**config.mk**
```make
export PLATFORM = sky130hd
export DESIGN_NAME = exec_unit
export DESIGN_NICKNAME = d
export VERILOG_FILES = /design/src/alu_core.v /design/src/skip_decider.v /design/src/exec_unit.v
export VERILOG_INCLUDE_DIRS = /design/src /design/src/src
export SDC_FILE = /design/constraint.sdc
export NUM_CORES = 1
export LEC_CHECK = 0
export BUFFER_PORTS_ARGS = -buffer_cell sky130_fd_sc_hd__buf_2
export CAP_MARGIN = 30
export CORE_ASPECT_RATIO = 0.5
export CORE_MARGIN = 10
export CORE_UTILIZATION = 50
export CTS_CLUSTER_DIAMETER = 40
export DETAILED_ROUTE_END_ITERATION = 16
export PLACE_DENSITY = 0.74
export SETUP_SLACK_MARGIN = 0.05
export SLEW_MARGIN = 10
export SYNTH_ARGS = -nofsm -noshare
export SYNTH_HDL_FRONTEND = slang
export SYNTH_HIERARCHICAL = 1
export SYNTH_SLANG_ARGS = --single-unit
```
**constraint.sdc**
```tcl
create_clock -name clk_sys_i -period 11.2 [get_ports clk_sys_i]
set_clock_uncertainty 0.15 [all_clocks]
set_input_delay 1.12 -clock clk_sys_i [delete_from_list [all_inputs] [get_ports clk_sys_i]]
set_output_delay 1.12 -clock clk_sys_i [all_outputs]
set_load 0.03 [all_outputs]
```
**src/exec_consts.vh**
```
`ifndef EXEC_CONSTS_VH
`define EXEC_CONSTS_VH
`define OP_ADD 5'h00
`define OP_ADC 5'h01
`define OP_SUB 5'h02
`define OP_SUBTRACT_CONSTANT 5'h03
`define OP_SBC 5'h04
`define OP_SUBTRACT_CONST_WITH_BORROW 5'h05
`define OP_AND 5'h06
`define OP_AND_CONSTANT 5'h07
`define OP_OR 5'h08
`define OP_ORI 5'h09
`define OP_XOR 5'h0a
`define OP_SETB 5'h0b
`define OP_CLRB 5'h0c
`define OP_TST 5'h0d
`define OP_CPI 5'h0e
`define OP_COMPARE_SKIP_EQUAL 5'h0f
`define OP_SKRZ 5'h10
`define OP_SKRO 5'h11
`define OP_SKIZ 5'h12
`define OP_SKIO 5'h13
`define OP_IOSET 5'h14
`define OP_IOCLR 5'h15
`define OP_POINTER_JUMP 5'h16
`define OP_POINTER_CALL 5'h17
`define OP_IOWR 5'h18
`define OP_IORD 5'h19
`define ADDR_SPL 6'h3d
`define ADDR_SPH 6'h3e
`define ADDR_STATUS_FLAGS 6'h3f
`define ADDR_FLAGS 6'h1e
`define BIT_IO_MAX 6'h1f
`define STATUS_FLAGS_RESET 8'h00
`define SP_RESET 16'h0000
`define F_C 0
`define F_Z 1
`define F_N 2
`define F_V 3
`define F_S 4
`define F_H 5
`define F_T 6
`define F_I 7
`define CYC_POINTER_JUMP 3'h2
`define CYC_POINTER_CALL 3'h3
`define CYC_SKIP1 3'h2
`define CYC_SKIP2 3'h3
`endif

```
**src/alu_core.v**
```verilog
`include "exec_consts.vh"
module alu_core (
  input wire [4:0] op_i,
  input wire [7:0] a_i,
  input wire [7:0] b_i,
  input wire [7:0] flags_i,
  output reg [7:0] res_o,
  output reg [7:0] flags_o,
  output reg write_o
);
  reg [8:0] sum;
  reg [4:0] low;
  reg cin;
  reg arith;
  reg sub;
  always @* begin
    cin = flags_i[`F_C];
    sum = 9'h000;
    low = 5'h00;
    arith = 1'b0;
    sub = 1'b0;
    res_o = a_i;
    write_o = 1'b1;
    flags_o = flags_i;
    case (op_i)
      `OP_ADD, `OP_ADC: begin
        arith = 1'b1;
        if (op_i == `OP_ADD) cin = 1'b0;
        sum = {1'b0, a_i} + {1'b0, b_i} + {8'h00, cin};
        low = {1'b0, a_i[3:0]} + {1'b0, b_i[3:0]} + {4'h0, cin};
      end
      `OP_SUB, `OP_SUBTRACT_CONSTANT, `OP_SBC, `OP_SUBTRACT_CONST_WITH_BORROW, `OP_CPI: begin
        arith = 1'b1;
        sub = 1'b1;
        if (op_i == `OP_SUB || op_i == `OP_SUBTRACT_CONSTANT || op_i == `OP_CPI) cin = 1'b0;
        sum = {1'b0, a_i} - {1'b0, b_i} - {8'h00, cin};
        low = {1'b0, a_i[3:0]} - {1'b0, b_i[3:0]} - {4'h0, cin};
        if (op_i == `OP_CPI) write_o = 1'b0;
      end
      `OP_AND, `OP_AND_CONSTANT: res_o = a_i & b_i;
      `OP_OR, `OP_ORI, `OP_SETB: res_o = a_i | b_i;
      `OP_XOR: res_o = a_i ^ b_i;
      `OP_CLRB: res_o = a_i & ~b_i;
      `OP_TST: res_o = a_i & a_i;
      default: write_o = 1'b0;
    endcase
    if (arith) begin
      res_o = sum[7:0];
      flags_o[`F_C] = sum[8];
      flags_o[`F_H] = low[4];
      if (sub)
        flags_o[`F_V] = (a_i[7] & ~b_i[7] & ~res_o[7]) | (~a_i[7] & b_i[7] & res_o[7]);
      else
        flags_o[`F_V] = (a_i[7] & b_i[7] & ~res_o[7]) | (~a_i[7] & ~b_i[7] & res_o[7]);
    end else if (write_o) begin
      flags_o[`F_V] = 1'b0;
    end
    if (arith || write_o) begin
      flags_o[`F_Z] = (res_o == 8'h00);
      flags_o[`F_N] = res_o[7];
      flags_o[`F_S] = res_o[7] ^ flags_o[`F_V];
    end
  end
endmodule // alu_core

```
**src/skip_decider.v**
```verilog
`include "exec_consts.vh"
module skip_decider (
  input wire [4:0] op_i,
  input wire [7:0] a_i,
  input wire [7:0] b_i,
  input wire [2:0] bit_i,
  input wire [7:0] io_i,
  input wire next_two_word_i,
  output reg skip_o,
  output reg [2:0] cycles_o
);
  always @* begin
    case (op_i)
      `OP_COMPARE_SKIP_EQUAL: skip_o = (a_i == b_i);
      `OP_SKRZ: skip_o = ~a_i[bit_i];
      `OP_SKRO: skip_o = a_i[bit_i];
      `OP_SKIZ: skip_o = ~io_i[bit_i];
      `OP_SKIO: skip_o = io_i[bit_i];
      default: skip_o = 1'b0;
    endcase
    if (!skip_o)
      cycles_o = 3'h1;
    else if (next_two_word_i)
      cycles_o = `CYC_SKIP2;
    else
      cycles_o = `CYC_SKIP1;
  end
endmodule // skip_decider

```
**src/exec_unit.v**
```verilog
`include "exec_consts.vh"
module exec_unit #(
  parameter NREG = 16
) (
  input wire clk_sys_i,
  input wire rst_n_i,
  input wire start_i,
  input wire [4:0] op_i,
  input wire [3:0] rd_i,
  input wire [3:0] rr_i,
  input wire [7:0] imm_i,
  input wire [5:0] io_addr_i,
  input wire [2:0] bit_i,
  input wire next_two_word_i,
  input wire [15:0] pc_i,
  input wire flag_event_i,
  output reg busy_o,
  output reg done_o,
  output reg illegal_o,
  output reg pc_load_o,
  output reg [21:0] pc_o,
  output reg [1:0] pc_skip_o,
  output reg [15:0] ret_addr_o,
  output reg [7:0] status_flags_o,
  output reg [15:0] stack_pointer_o,
  output reg [7:0] io_rdata_o,
  output reg [7:0] event_flags_o
);
  localparam S_IDLE = 2'b01;
  localparam S_WAIT = 2'b10;
  reg [7:0] regs [0:NREG-1];
  reg [7:0] status_flags;
  reg [7:0] stack_pointer_low;
  reg [7:0] stack_pointer_high;
  reg [7:0] event_flags;
  reg [1:0] state;
  reg [2:0] wait_cnt;
  // pc_skip_o is gone before a long skip ends, so the kind of wait is kept here
  reg jump_pend;
  wire [15:0] sp_init = `SP_RESET;
  wire [7:0] a_val = regs[rd_i];
  wire [7:0] r_val = regs[rr_i];
  wire imm_op = (op_i == `OP_SUBTRACT_CONSTANT) || (op_i == `OP_SUBTRACT_CONST_WITH_BORROW) || (op_i == `OP_AND_CONSTANT) ||
    (op_i == `OP_ORI) || (op_i == `OP_SETB) || (op_i == `OP_CLRB) || (op_i == `OP_CPI);
  wire [7:0] b_val = imm_op ? imm_i : r_val;
  wire [7:0] alu_res;
  wire [7:0] alu_flags;
  wire alu_write;
  wire skip;
  wire [2:0] skip_cycles;
  wire [15:0] z_ptr = {regs[NREG-1], regs[NREG-2]};
  wire bit_ok = (io_addr_i <= `BIT_IO_MAX);
  wire [7:0] bit_mask = 8'h01 << bit_i;
  reg [7:0] io_val;
  reg [7:0] next_status;
  reg [7:0] next_events;
  wire go = start_i && (state == S_IDLE);
  wire cs_op = (op_i == `OP_COMPARE_SKIP_EQUAL) || (op_i == `OP_SKRZ) || (op_i == `OP_SKRO);
  wire io_skip = (op_i == `OP_SKIZ) || (op_i == `OP_SKIO);
  wire io_bit = (op_i == `OP_IOSET) || (op_i == `OP_IOCLR) || io_skip;
  integer i;

  alu_core u_alu (
    .op_i(op_i),
    .a_i(a_val),
    .b_i(b_val),
    .flags_i(status_flags),
    .res_o(alu_res),
    .flags_o(alu_flags),
    .write_o(alu_write)
  );

  skip_decider u_skip (
    .op_i(op_i),
    .a_i(a_val),
    .b_i(r_val),
    .bit_i(bit_i),
    .io_i(io_val),
    .next_two_word_i(next_two_word_i),
    .skip_o(skip),
    .cycles_o(skip_cycles)
  );

  always @* begin
    case (io_addr_i)
      `ADDR_SPL: io_val = stack_pointer_low;
      `ADDR_SPH: io_val = stack_pointer_high;
      `ADDR_STATUS_FLAGS: io_val = status_flags;
      `ADDR_FLAGS: io_val = event_flags;
      default: io_val = 8'h00;
    endcase
  end

  // event flags: hardware set wins over a software clear in the same cycle
  always @* begin
    next_events = event_flags;
    if (go && bit_ok && io_addr_i == `ADDR_FLAGS) begin
      if (op_i == `OP_IOSET)
        next_events = event_flags & ~bit_mask;
      else if (op_i == `OP_IOWR)
        next_events = event_flags & ~imm_i;
    end
    if (flag_event_i)
      next_events = next_events | 8'h01;
  end

  always @* begin
    next_status = status_flags;
    if (go) begin
      if (alu_write || op_i == `OP_CPI)
        next_status = alu_flags;
      else if (op_i == `OP_IOWR && io_addr_i == `ADDR_STATUS_FLAGS)
        next_status = imm_i;
      else if (io_addr_i == `ADDR_STATUS_FLAGS && op_i == `OP_IOSET)
        next_status = status_flags;
    end
  end

  always @(posedge clk_sys_i) begin
    if (!rst_n_i) begin
      for (i = 0; i < NREG; i = i + 1)
        regs[i] <= 8'h00;
      status_flags <= `STATUS_FLAGS_RESET;
      stack_pointer_low <= sp_init[7:0];
      stack_pointer_high <= sp_init[15:8];
      jump_pend <= 1'b0;
      event_flags <= 8'h00;
      state <= S_IDLE;
      wait_cnt <= 3'h0;
      busy_o <= 1'b0;
      done_o <= 1'b0;
      illegal_o <= 1'b0;
      pc_load_o <= 1'b0;
      pc_o <= 22'h000000;
      pc_skip_o <= 2'h0;
      ret_addr_o <= 16'h0000;
      status_flags_o <= `STATUS_FLAGS_RESET;
      stack_pointer_o <= `SP_RESET;
      io_rdata_o <= 8'h00;
      event_flags_o <= 8'h00;
    end else begin
      done_o <= 1'b0;
      pc_load_o <= 1'b0;
      pc_skip_o <= 2'h0;
      illegal_o <= 1'b0;
      status_flags <= next_status;
      event_flags <= next_events;
      case (state)
        S_IDLE: begin
          if (start_i) begin
            if (alu_write)
              regs[rd_i] <= alu_res;
            if (io_bit && !bit_ok)
              illegal_o <= 1'b1;
            if (op_i == `OP_IOWR && io_addr_i == `ADDR_SPL)
              stack_pointer_low <= imm_i;
            if (op_i == `OP_IOWR && io_addr_i == `ADDR_SPH)
              stack_pointer_high <= imm_i;
            if (op_i == `OP_IORD)
              io_rdata_o <= io_val;
            if (op_i == `OP_POINTER_JUMP || op_i == `OP_POINTER_CALL) begin
              pc_o <= {6'h00, z_ptr};
              ret_addr_o <= pc_i + 16'h0001;
              wait_cnt <= (op_i == `OP_POINTER_JUMP) ? `CYC_POINTER_JUMP - 3'h1 : `CYC_POINTER_CALL - 3'h1;
              state <= S_WAIT;
              busy_o <= 1'b1;
              jump_pend <= 1'b1;
            end else if ((cs_op || (io_skip && bit_ok)) && skip) begin
              pc_skip_o <= next_two_word_i ? 2'h3 : 2'h2;
              jump_pend <= 1'b0;
              wait_cnt <= skip_cycles - 3'h1;
              state <= S_WAIT;
              busy_o <= 1'b1;
            end else begin
              done_o <= 1'b1;
            end
          end
        end
        S_WAIT: begin
          wait_cnt <= wait_cnt - 3'h1;
          if (wait_cnt == 3'h1) begin
            state <= S_IDLE;
            busy_o <= 1'b0;
            done_o <= 1'b1;
            pc_load_o <= jump_pend;
          end
        end
        default: state <= S_IDLE;
      endcase
      status_flags_o <= next_status;
      stack_pointer_o <= {stack_pointer_high, stack_pointer_low};
      event_flags_o <= next_events;
    end
  end
endmodule // exec_unit

```
==> results of run 1 <==
[final cells by class]
class | instances | area [um2]
clock buffers | 28 | 647
well taps | 352 | 440
fillers | 2159 | 11300
multi-input cells | 849 | 7030
flip-flops and latches | 228 | 5850
repair buffers | 149 | 811
diodes | 1 | 2.50
inverters | 51 | 191
clock inverters | 18 | 223
[cells in the final DEF, fill, tap and decap left out, types with 6 or more instances in the layout]
cell type and n:
sky130_fd_sc_hd__and2_1 150, sky130_fd_sc_hd__buf_2 128, sky130_fd_sc_hd__edfxtp_1 128, sky130_fd_sc_hd__dfxtp_1 100, sky130_fd_sc_hd__nor2_1 77, sky130_fd_sc_hd__nand2_1 77, sky130_fd_sc_hd__a21oi_1 66, sky130_fd_sc_hd__mux4_2 56
sky130_fd_sc_hd__inv_1 50, sky130_fd_sc_hd__mux2i_1 37, sky130_fd_sc_hd__ha_1 37, sky130_fd_sc_hd__o21ai_0 32, sky130_fd_sc_hd__a211oi_1 30, sky130_fd_sc_hd__clkbuf_16 25, sky130_fd_sc_hd__mux4_1 20, sky130_fd_sc_hd__buf_4 20
sky130_fd_sc_hd__xor2_1 19, sky130_fd_sc_hd__nand3_1 17, sky130_fd_sc_hd__nor2b_1 14, sky130_fd_sc_hd__xnor2_1 14, sky130_fd_sc_hd__o21ai_1 10, sky130_fd_sc_hd__and3_1 10, sky130_fd_sc_hd__nand2b_1 10, sky130_fd_sc_hd__a22o_1 9
sky130_fd_sc_hd__a221oi_1 9, sky130_fd_sc_hd__mux2_2 9, sky130_fd_sc_hd__nand4_1 9, sky130_fd_sc_hd__conb_1 7, sky130_fd_sc_hd__o21a_1 7, sky130_fd_sc_hd__or3_1 6, sky130_fd_sc_hd__a21o_1 6, sky130_fd_sc_hd__o221ai_1 6
[tightest hold or removal path: stages (launching register included)]
cell and delay (ps):
sky130_fd_sc_hd__dfxtp_1 310, sky130_fd_sc_hd__nand2_1 50, sky130_fd_sc_hd__nor2_1 40
[power breakdown]
part	internal (mW)	switching, mW	leakage (nW)	total (mW)
sequential	0.906	0.0171	2.13	0.923
combinational	0.165	0.281	3.56	0.446
clock	0.497	0.358	0.418	0.854
[worst max-delay path by stage]
stage,startpoint,to,slack (ps),cells after the start
finish,op_i[1],status_flags[1]$_SDFFE_PN0P_,4590,16
floorplan,rd_i[0],status_flags[1]$_SDFFE_PN0P_,4900,15
global route,rd_i[0],status_flags[1]$_SDFFE_PN0P_,4360,15
CTS,rd_i[0],status_flags[1]$_SDFFE_PN0P_,4640,15
detailed placement,rd_i[0],status_flags[1]$_SDFFE_PN0P_,4100,15
global placement,rr_i[0],status_flags[1]$_SDFFE_PN0P_,4160,19
[state kept, by name, indices dropped and copies added, names as in the netlist, 2 cells and up]
signal	count
regs	128
pc_o	16
ret_addr_o	16
stack_pointer_o	16
event_flags	8
io_rdata_o	8
stack_pointer_high	8
stack_pointer_low	8
status_flags	8
wait_cnt	3
pc_skip_o	2
state	2
[per-stage QoR]
step | hold slack, ps | cell area [um2] | utilization, % | cells
floorplan | 258 | 13500 | - | 1213
detailed placement | 281 | 14300 | 53.8 | 1626
CTS | 293 | 15200 | 57.1 | 1672
finish | 294 | 15200 | 57.2 | 1676
global route | 302 | 15200 | 57.2 | 1676
global placement | 285 | 14300 | 53.8 | 1625
[per-layer routing]
| metal | global-route usage, % | up-vias | part of all wire (%) |
|---|---|---|---|
| li1 | - | 4680 | - |
| met1 | 28.4 | 5093 | 40 |
| met2 | 36.7 | 564 | 47 |
| met3 | 5.43 | 88 | 9.9 |
| met4 | 7.59 | 2 | 3.0 |
| met5 | 0 | - | 0.028 |
[logic make-up (layout without fill, tap and decap cells)]
logic type	after synthesis	count (layout)	share of synthesized area (%)
compound gates	228	228	11.7
flops	228	228	43.2
fa+ha+maj	41	41	4.02
xor+xnor	33	33	2.14
other cells	2	8	0.0556
simple gates	418	418	17.1
mux	122	122	16.7
buf+inv	136	246	5.01
==> results.json, run 1 <==
{
  "regToRegSetupSlack_ps": 5500,
  "synthesis.area_per_instance_um2": 11.2,
  "synthToLayoutAreaGrowth_pct": 12.4,
  "drv_cap": 0,
  "critical_path.max_fanout": 34,
  "netlist_instances": 1208,
  "total_leakage_power_nw": 6.11,
  "min-delay-path-class": "reg2reg",
  "fp.dieW_um": 253,
  "data_arrival_time_at_the_worst_slack_endpoint_ps": 6890,
  "critPathTopFamily": "compound AO/OA/AOI/OAI gates",
  "clkLatencyLatePin_ps": 540,
  "floorplan.core_area_mm2": 0.0265,
  "inserted_clock_buffers": 25,
  "post-route-drc-count": 0,
  "cpMaxStageDelayCell": "sky130_fd_sc_hd__a2111oi_4",
  "die_h_um": 136,
  "ys_types": 85,
  "max_stage_delay_ps": 770,
  "rr_startpoint": "regs[15][0]$_SDFFCE_PN0P_",
  "routed_wirelength_mm": 39.1,
  "max_freq_mhz": 151,
  "first_global_vias": 10237,
  "outcome": "complete, no violations",
  "starting_utilization_of_the_core_area_pct": 50.9,
  "crit_path_cell_trace": "buf_2 -> o21ai_1 -> a2111oi_4 -> mux2_2 -> inv_1 -> fa_1 -> fa_1 -> o21a_1 -> or3_1 -> and3_1 -> a221o_1 -> or4_1 -> or4b_1 -> o41ai_2 -> mux2i_1 -> a211oi_1",
  "hold-path-endpoint": "pc_load_o$_SDFF_PN0_",
  "yosysMostFrequentCell": "sky130_fd_sc_hd__and2_1",
  "full_die_area_mm2": 0.0344,
  "worst_pin_slew_ps": 953,
  "postSynth.asyncResetShare_pct": 0,
  "period_needed_ps": 6610,
  "globalRoute.totalOverflow": 0,
  "hold_depth": 2,
  "critPathBufInv": 2,
  "yosysWarningCount": 6,
  "yosysTopAreaCellShare_pct": 28.4,
  "yosysTopAreaCell": "sky130_fd_sc_hd__edfxtp_1",
  "postCtsSetupBuffers": 0,
  "grt_pass1_wl_mm": 59.8,
  "timing_max_transition_violations_final": 0,
  "worst-r2r-cell-count": 13,
  "drive_above_1_share_pct": 21.0,
  "setup-tns-final_ps": 0,
  "setup_repair_after_global_routing_missed_its_margin": "false",
  "number_of_enable_type_register_cells_in_the_synthesized_netlist": 128,
  "cp-end-kind": "flip-flop",
  "count_of_standard_cell_rows": 42,
  "post_cts_hold_buffer_count": 0,
  "worst_path_most_repeated_cell": "sky130_fd_sc_hd__fa_1",
  "cp.required_ps": 11480,
  "top_level_ports": 135,
  "buffer_ports.inserted": 128,
  "firstDrtPassIters": 5,
  "clk_path_buf_depth": 3,
  "ys_seq_elements": 228,
  "worst_setup_hold_path_clk_slew_ps": 60,
  "tritoncts": "done",
  "drt-wirelength-per-cell_um": 23.3,
  "netlist_top_cells_count": "sky130_fd_sc_hd__and2_1, sky130_fd_sc_hd__edfxtp_1, sky130_fd_sc_hd__dfxtp_1",
  "num_vias": 10427,
  "ys_dominant_reg_cell": "sky130_fd_sc_hd__edfxtp_1",
  "synth_seq_area_share_pct": 43.2,
  "detailed_place_hpwl_mm": 28.0,
  "slew_headroom_pct": 35.8,
  "ant_nets": 0,
  "initial_antenna_violation_count": 3,
  "synthesis.area_mm2": 0.0135,
  "ctsHtreeMaxLevel": 1,
  "totalPowerFinal_mw": 2.22,
  "worst_slack_ps": 4590,
  "hold_path.startpoint": "jump_pend$_SDFFE_PN0P_",
  "vdd.ir_drop.worst_uv": 80.3,
  "final_hold_viol_count": 0,
  "worstSetupStartpointType": "primary input",
  "power_per_cell_area_mw_per_mm2": 146,
  "criticalPathCategory": "in2reg",
  "r2r-end": "status_flags[1]$_SDFFE_PN0P_",
  "post_cts_resized": 0,
  "cts.root.buffer_cell": "sky130_fd_sc_hd__clkbuf_16",
  "clkSinkCount": 228,
  "vias_per_inst": 6.22,
  "synth_area_leaders": "sky130_fd_sc_hd__edfxtp_1, sky130_fd_sc_hd__dfxtp_1, sky130_fd_sc_hd__mux4_2, sky130_fd_sc_hd__and2_1, sky130_fd_sc_hd__mux4_1",
  "setup_viol": 0,
  "grt_util_all_layers_pct": 22.3,
  "final_min_period_over_clock_period_pct": 59.0,
  "dpl_worst_slack_ps": 4100,
  "place_congestion": 0.948,
  "drt-initial-drc-count": 1080,
  "finalNetCount": 1396,
  "pin_count_of_the_biggest_net_entering_global_routing": 61
}
No activity file was read; power rests on OpenSTA's default activity.
==> run 2: changes to the inputs <==
ABC_AREA = 1   (was default)
PLACE_DENSITY = 0.77   (was 0.74)
clock period = 5.94 ns   (was 11.2 ns; I/O delays follow)
==> run 2 against run 1 <==
Compared with the run above:
- hold slack lost 160 ps
- die area grew 2.0%
- design area grew 2.8%
- count of clock-buffer cells in the layout grew 1
- combinational power grew 88%
- non-clock buffer count shrank 2
- core utilization grew 0.92 points
- synthesized cell count grew 56%
- global-route usage grew 0.71 points
==> results.json, run 2 <==
{
  "outcome": "complete, no violations",
  "clk_path_buf_depth": 3,
  "r2r-end": "regs[1][6]$_SDFFCE_PN0P_",
  "firstDrtPassIters": 8,
  "min-delay-path-class": "in2reg",
  "inserted_clock_buffers": 27,
  "post_cts_resized": 0,
  "worst_setup_hold_path_clk_slew_ps": 60,
  "regToRegSetupSlack_ps": 1730,
  "floorplan.core_area_mm2": 0.0269,
  "power_per_cell_area_mw_per_mm2": 270,
  "top_register": "regs",
  "yosysTopAreaCellShare_pct": 27.8,
  "globalRoute.totalOverflow": 0,
  "final_cells": 2375,
  "pin_count_of_the_biggest_net_entering_global_routing": 79,
  "place_congestion": 1.01,
  "timing.critical_path.from": "rd_i[0]",
  "vias_per_inst": 5.52,
  "count_of_standard_cell_rows": 42,
  "hold_depth": 2,
  "netlist_top_cells_count": "sky130_fd_sc_hd__nand2_1, sky130_fd_sc_hd__inv_1, sky130_fd_sc_hd__nor2_1",
  "final_hold_viol_count": 0,
  "post-route-drc-count": 0,
  "drive_above_1_share_pct": 13.3,
  "synthesis.area_mm2": 0.0138,
  "detailed_place_hpwl_mm": 29.6,
  "clkLatencyLatePin_ps": 570,
  "setup_viol": 0,
  "starting_utilization_of_the_core_area_pct": 51.5,
  "period_needed_ps": 4750,
  "routed_wirelength_mm": 41.4,
  "cts.root.buffer_cell": "sky130_fd_sc_hd__clkbuf_16",
  "num_vias": 13118,
  "slew_headroom_pct": 36.1,
  "ys_types": 49,
  "synthToLayoutAreaGrowth_pct": 12.9,
  "first_global_vias": 11776,
  "postCtsSetupBuffers": 0,
  "buffer_ports.inserted": 128,
  "ctsHtreeMaxLevel": 1,
  "synthesis.area_per_instance_um2": 7.34,
  "ys_seq_elements": 228,
  "cp-end-kind": "flip-flop",
  "worst_slack_ps": 1190,
  "largest_register_ffs": 128,
  "initial_antenna_violation_count": 0,
  "fp.dieW_um": 255,
  "yosysWarningCount": 6,
  "setup_repair_after_global_routing_missed_its_margin": "false",
  "cp.required_ps": 6100,
  "drt-initial-drc-count": 1704,
  "synth_seq_area_share_pct": 42.3,
  "worst-r2r-cell-count": 19,
  "final_min_period_over_clock_period_pct": 79.9,
  "ys_dominant_reg_cell": "sky130_fd_sc_hd__edfxtp_1",
  "rr_startpoint": "regs[2][3]$_SDFFCE_PN0P_",
  "critPathCapture": "regs[1][6]$_SDFFCE_PN0P_",
  "yosysTopAreaCell": "sky130_fd_sc_hd__edfxtp_1",
  "yosysMostFrequentCell": "sky130_fd_sc_hd__nand2_1",
  "critical_path.max_fanout": 28,
  "postSynth.asyncResetShare_pct": 0,
  "finalNetCount": 2074,
  "dpl_worst_slack_ps": 745,
  "drt-wirelength-per-cell_um": 17.5,
  "data_arrival_time_at_the_worst_slack_endpoint_ps": 4910,
  "ant_nets": 0,
  "most_frequent_cells_in_the_layout": "sky130_fd_sc_hd__nand2_1, sky130_fd_sc_hd__inv_1, sky130_fd_sc_hd__nor2_1, sky130_fd_sc_hd__o21ai_0, sky130_fd_sc_hd__nand3_1",
  "clkSinkCount": 228,
  "top_level_ports": 135,
  "total_leakage_power_nw": 7.29,
  "synth_area_leaders": "sky130_fd_sc_hd__edfxtp_1, sky130_fd_sc_hd__dfxtp_1, sky130_fd_sc_hd__nand2_1, sky130_fd_sc_hd__o21ai_0, sky130_fd_sc_hd__inv_1",
  "vdd.ir_drop.worst_uv": 184,
  "tritoncts": "done",
  "final_common_cell": "sky130_fd_sc_hd__nand2_1",
  "grt_util_all_layers_pct": 23.0,
  "number_of_enable_type_register_cells_in_the_synthesized_netlist": 128,
  "worstSetupStartpointType": "primary input",
  "die_h_um": 138,
  "hold_path.startpoint": "pc_i[0]",
  "max_freq_mhz": 211,
  "setup-tns-final_ps": 0,
  "number_of_cells_after_detailed_placement": 2325,
  "worst_pin_slew_ps": 956,
  "antennaDiodeCount": 0,
  "full_die_area_mm2": 0.0351,
  "timing_max_transition_violations_final": 0,
  "criticalPathCategory": "in2reg",
  "final.fill_count": 2414,
  "netlist_instances": 1884,
  "grt_pass1_wl_mm": 64.7,
  "post_cts_hold_buffer_count": 0,
  "drv_cap": 0
}
[run 2: cell count changes after synthesis, moves of 118 or more]
cell / before / now
sky130_fd_sc_hd__nand2_1: 77 / 409
sky130_fd_sc_hd__o21ai_0: 32 / 196
sky130_fd_sc_hd__nand3_1: 17 / 135
sky130_fd_sc_hd__inv_1: 50 / 251
sky130_fd_sc_hd__nor2_1: 78 / 236
sky130_fd_sc_hd__and2_1: 150 / 0
[run 2: layout make-up]
class	instances	area (um2)	share of cell area (%)
inverters	267	1010	6.47
clock inverters	19	184	1.18
well taps	374	468	3.00
multi-input cells	1311	6580	42.2
repair buffers	147	831	5.32
flip-flops and latches	228	5850	37.4
clock buffers	29	693	4.44
[run 2: per-stage QoR]
| stage | cell area (um2) | power (mW) | hold slack [ps] | util (%) |
|---|---|---|---|---|
| after floorplan | 13800 | 2.32 | 257 | - |
| after global placement | 14700 | 2.57 | 265 | 54.7 |
| after detailed placement | 14700 | 2.58 | 268 | 54.7 |
| after CTS | 15600 | 4.21 | 128 | 58.0 |
| after global routing | 15600 | 4.39 | 154 | 58.1 |
| final | 15600 | 4.22 | 137 | 58.1 |
[run 2: kinds of logic after synthesis]
group | after synthesis | synth area share (%)
AOI/OAI and AO/OA | 373 | 14.6
adders and majority gates | 41 | 3.93
DFF | 228 | 42.3
other | 2 | 0.0543
xor gates and xnor gates | 17 | 1.08
buffers and inverters | 350 | 10.3
and+or+nand+nor | 873 | 27.8
[run 2: critical path, cell delays in order]
cell                      delay, ps
sky130_fd_sc_hd__buf_2          160
sky130_fd_sc_hd__nand2_1        720
sky130_fd_sc_hd__o21ai_0        190
sky130_fd_sc_hd__o21ai_0        480
sky130_fd_sc_hd__nand4_1        410
sky130_fd_sc_hd__inv_1          190
sky130_fd_sc_hd__ha_1           350
sky130_fd_sc_hd__ha_1           380
sky130_fd_sc_hd__o21ai_0         90
sky130_fd_sc_hd__nand2_1        120
sky130_fd_sc_hd__nand2_1         90
sky130_fd_sc_hd__a21oi_1        200
sky130_fd_sc_hd__o21ai_0        140
sky130_fd_sc_hd__nand3_1         90
sky130_fd_sc_hd__nand2_1         90
sky130_fd_sc_hd__nor2_1         160
sky130_fd_sc_hd__inv_1           60
sky130_fd_sc_hd__inv_1           50
sky130_fd_sc_hd__buf_4          260
sky130_fd_sc_hd__nor2_1          90
[run 2: how the worst min path moves through the flow]
stage	end	slack [ps]
6_report	ret_addr_o[0]$_SDFFE_PN0P_	140
5_1_grt	ret_addr_o[0]$_SDFFE_PN0P_	150
4_1_cts	ret_addr_o[0]$_SDFFE_PN0P_	130
3_5_place_dp	stack_pointer_o[2]$_SDFF_PN0_	270
3_3_place_gp	stack_pointer_o[6]$_SDFF_PN0_	260
2_1_floorplan	stack_pointer_o[0]$_SDFF_PN0_	260
[run 2: report_power, final]
group          switching (mW)  internal, mW  leakage [nW]
registers              0.0278          1.71          2.13
logic                   0.604         0.236          4.72
clock network           0.725         0.915         0.438
[run 2: routing by layer]
metal	GRT usage [%]	wire [um]	up-vias
met5	0	0	-
met4	7.85	1470	0
met3	4.01	4160	103
met2	37.0	18900	687
met1	30.9	16900	5984
li1	-	-	6344
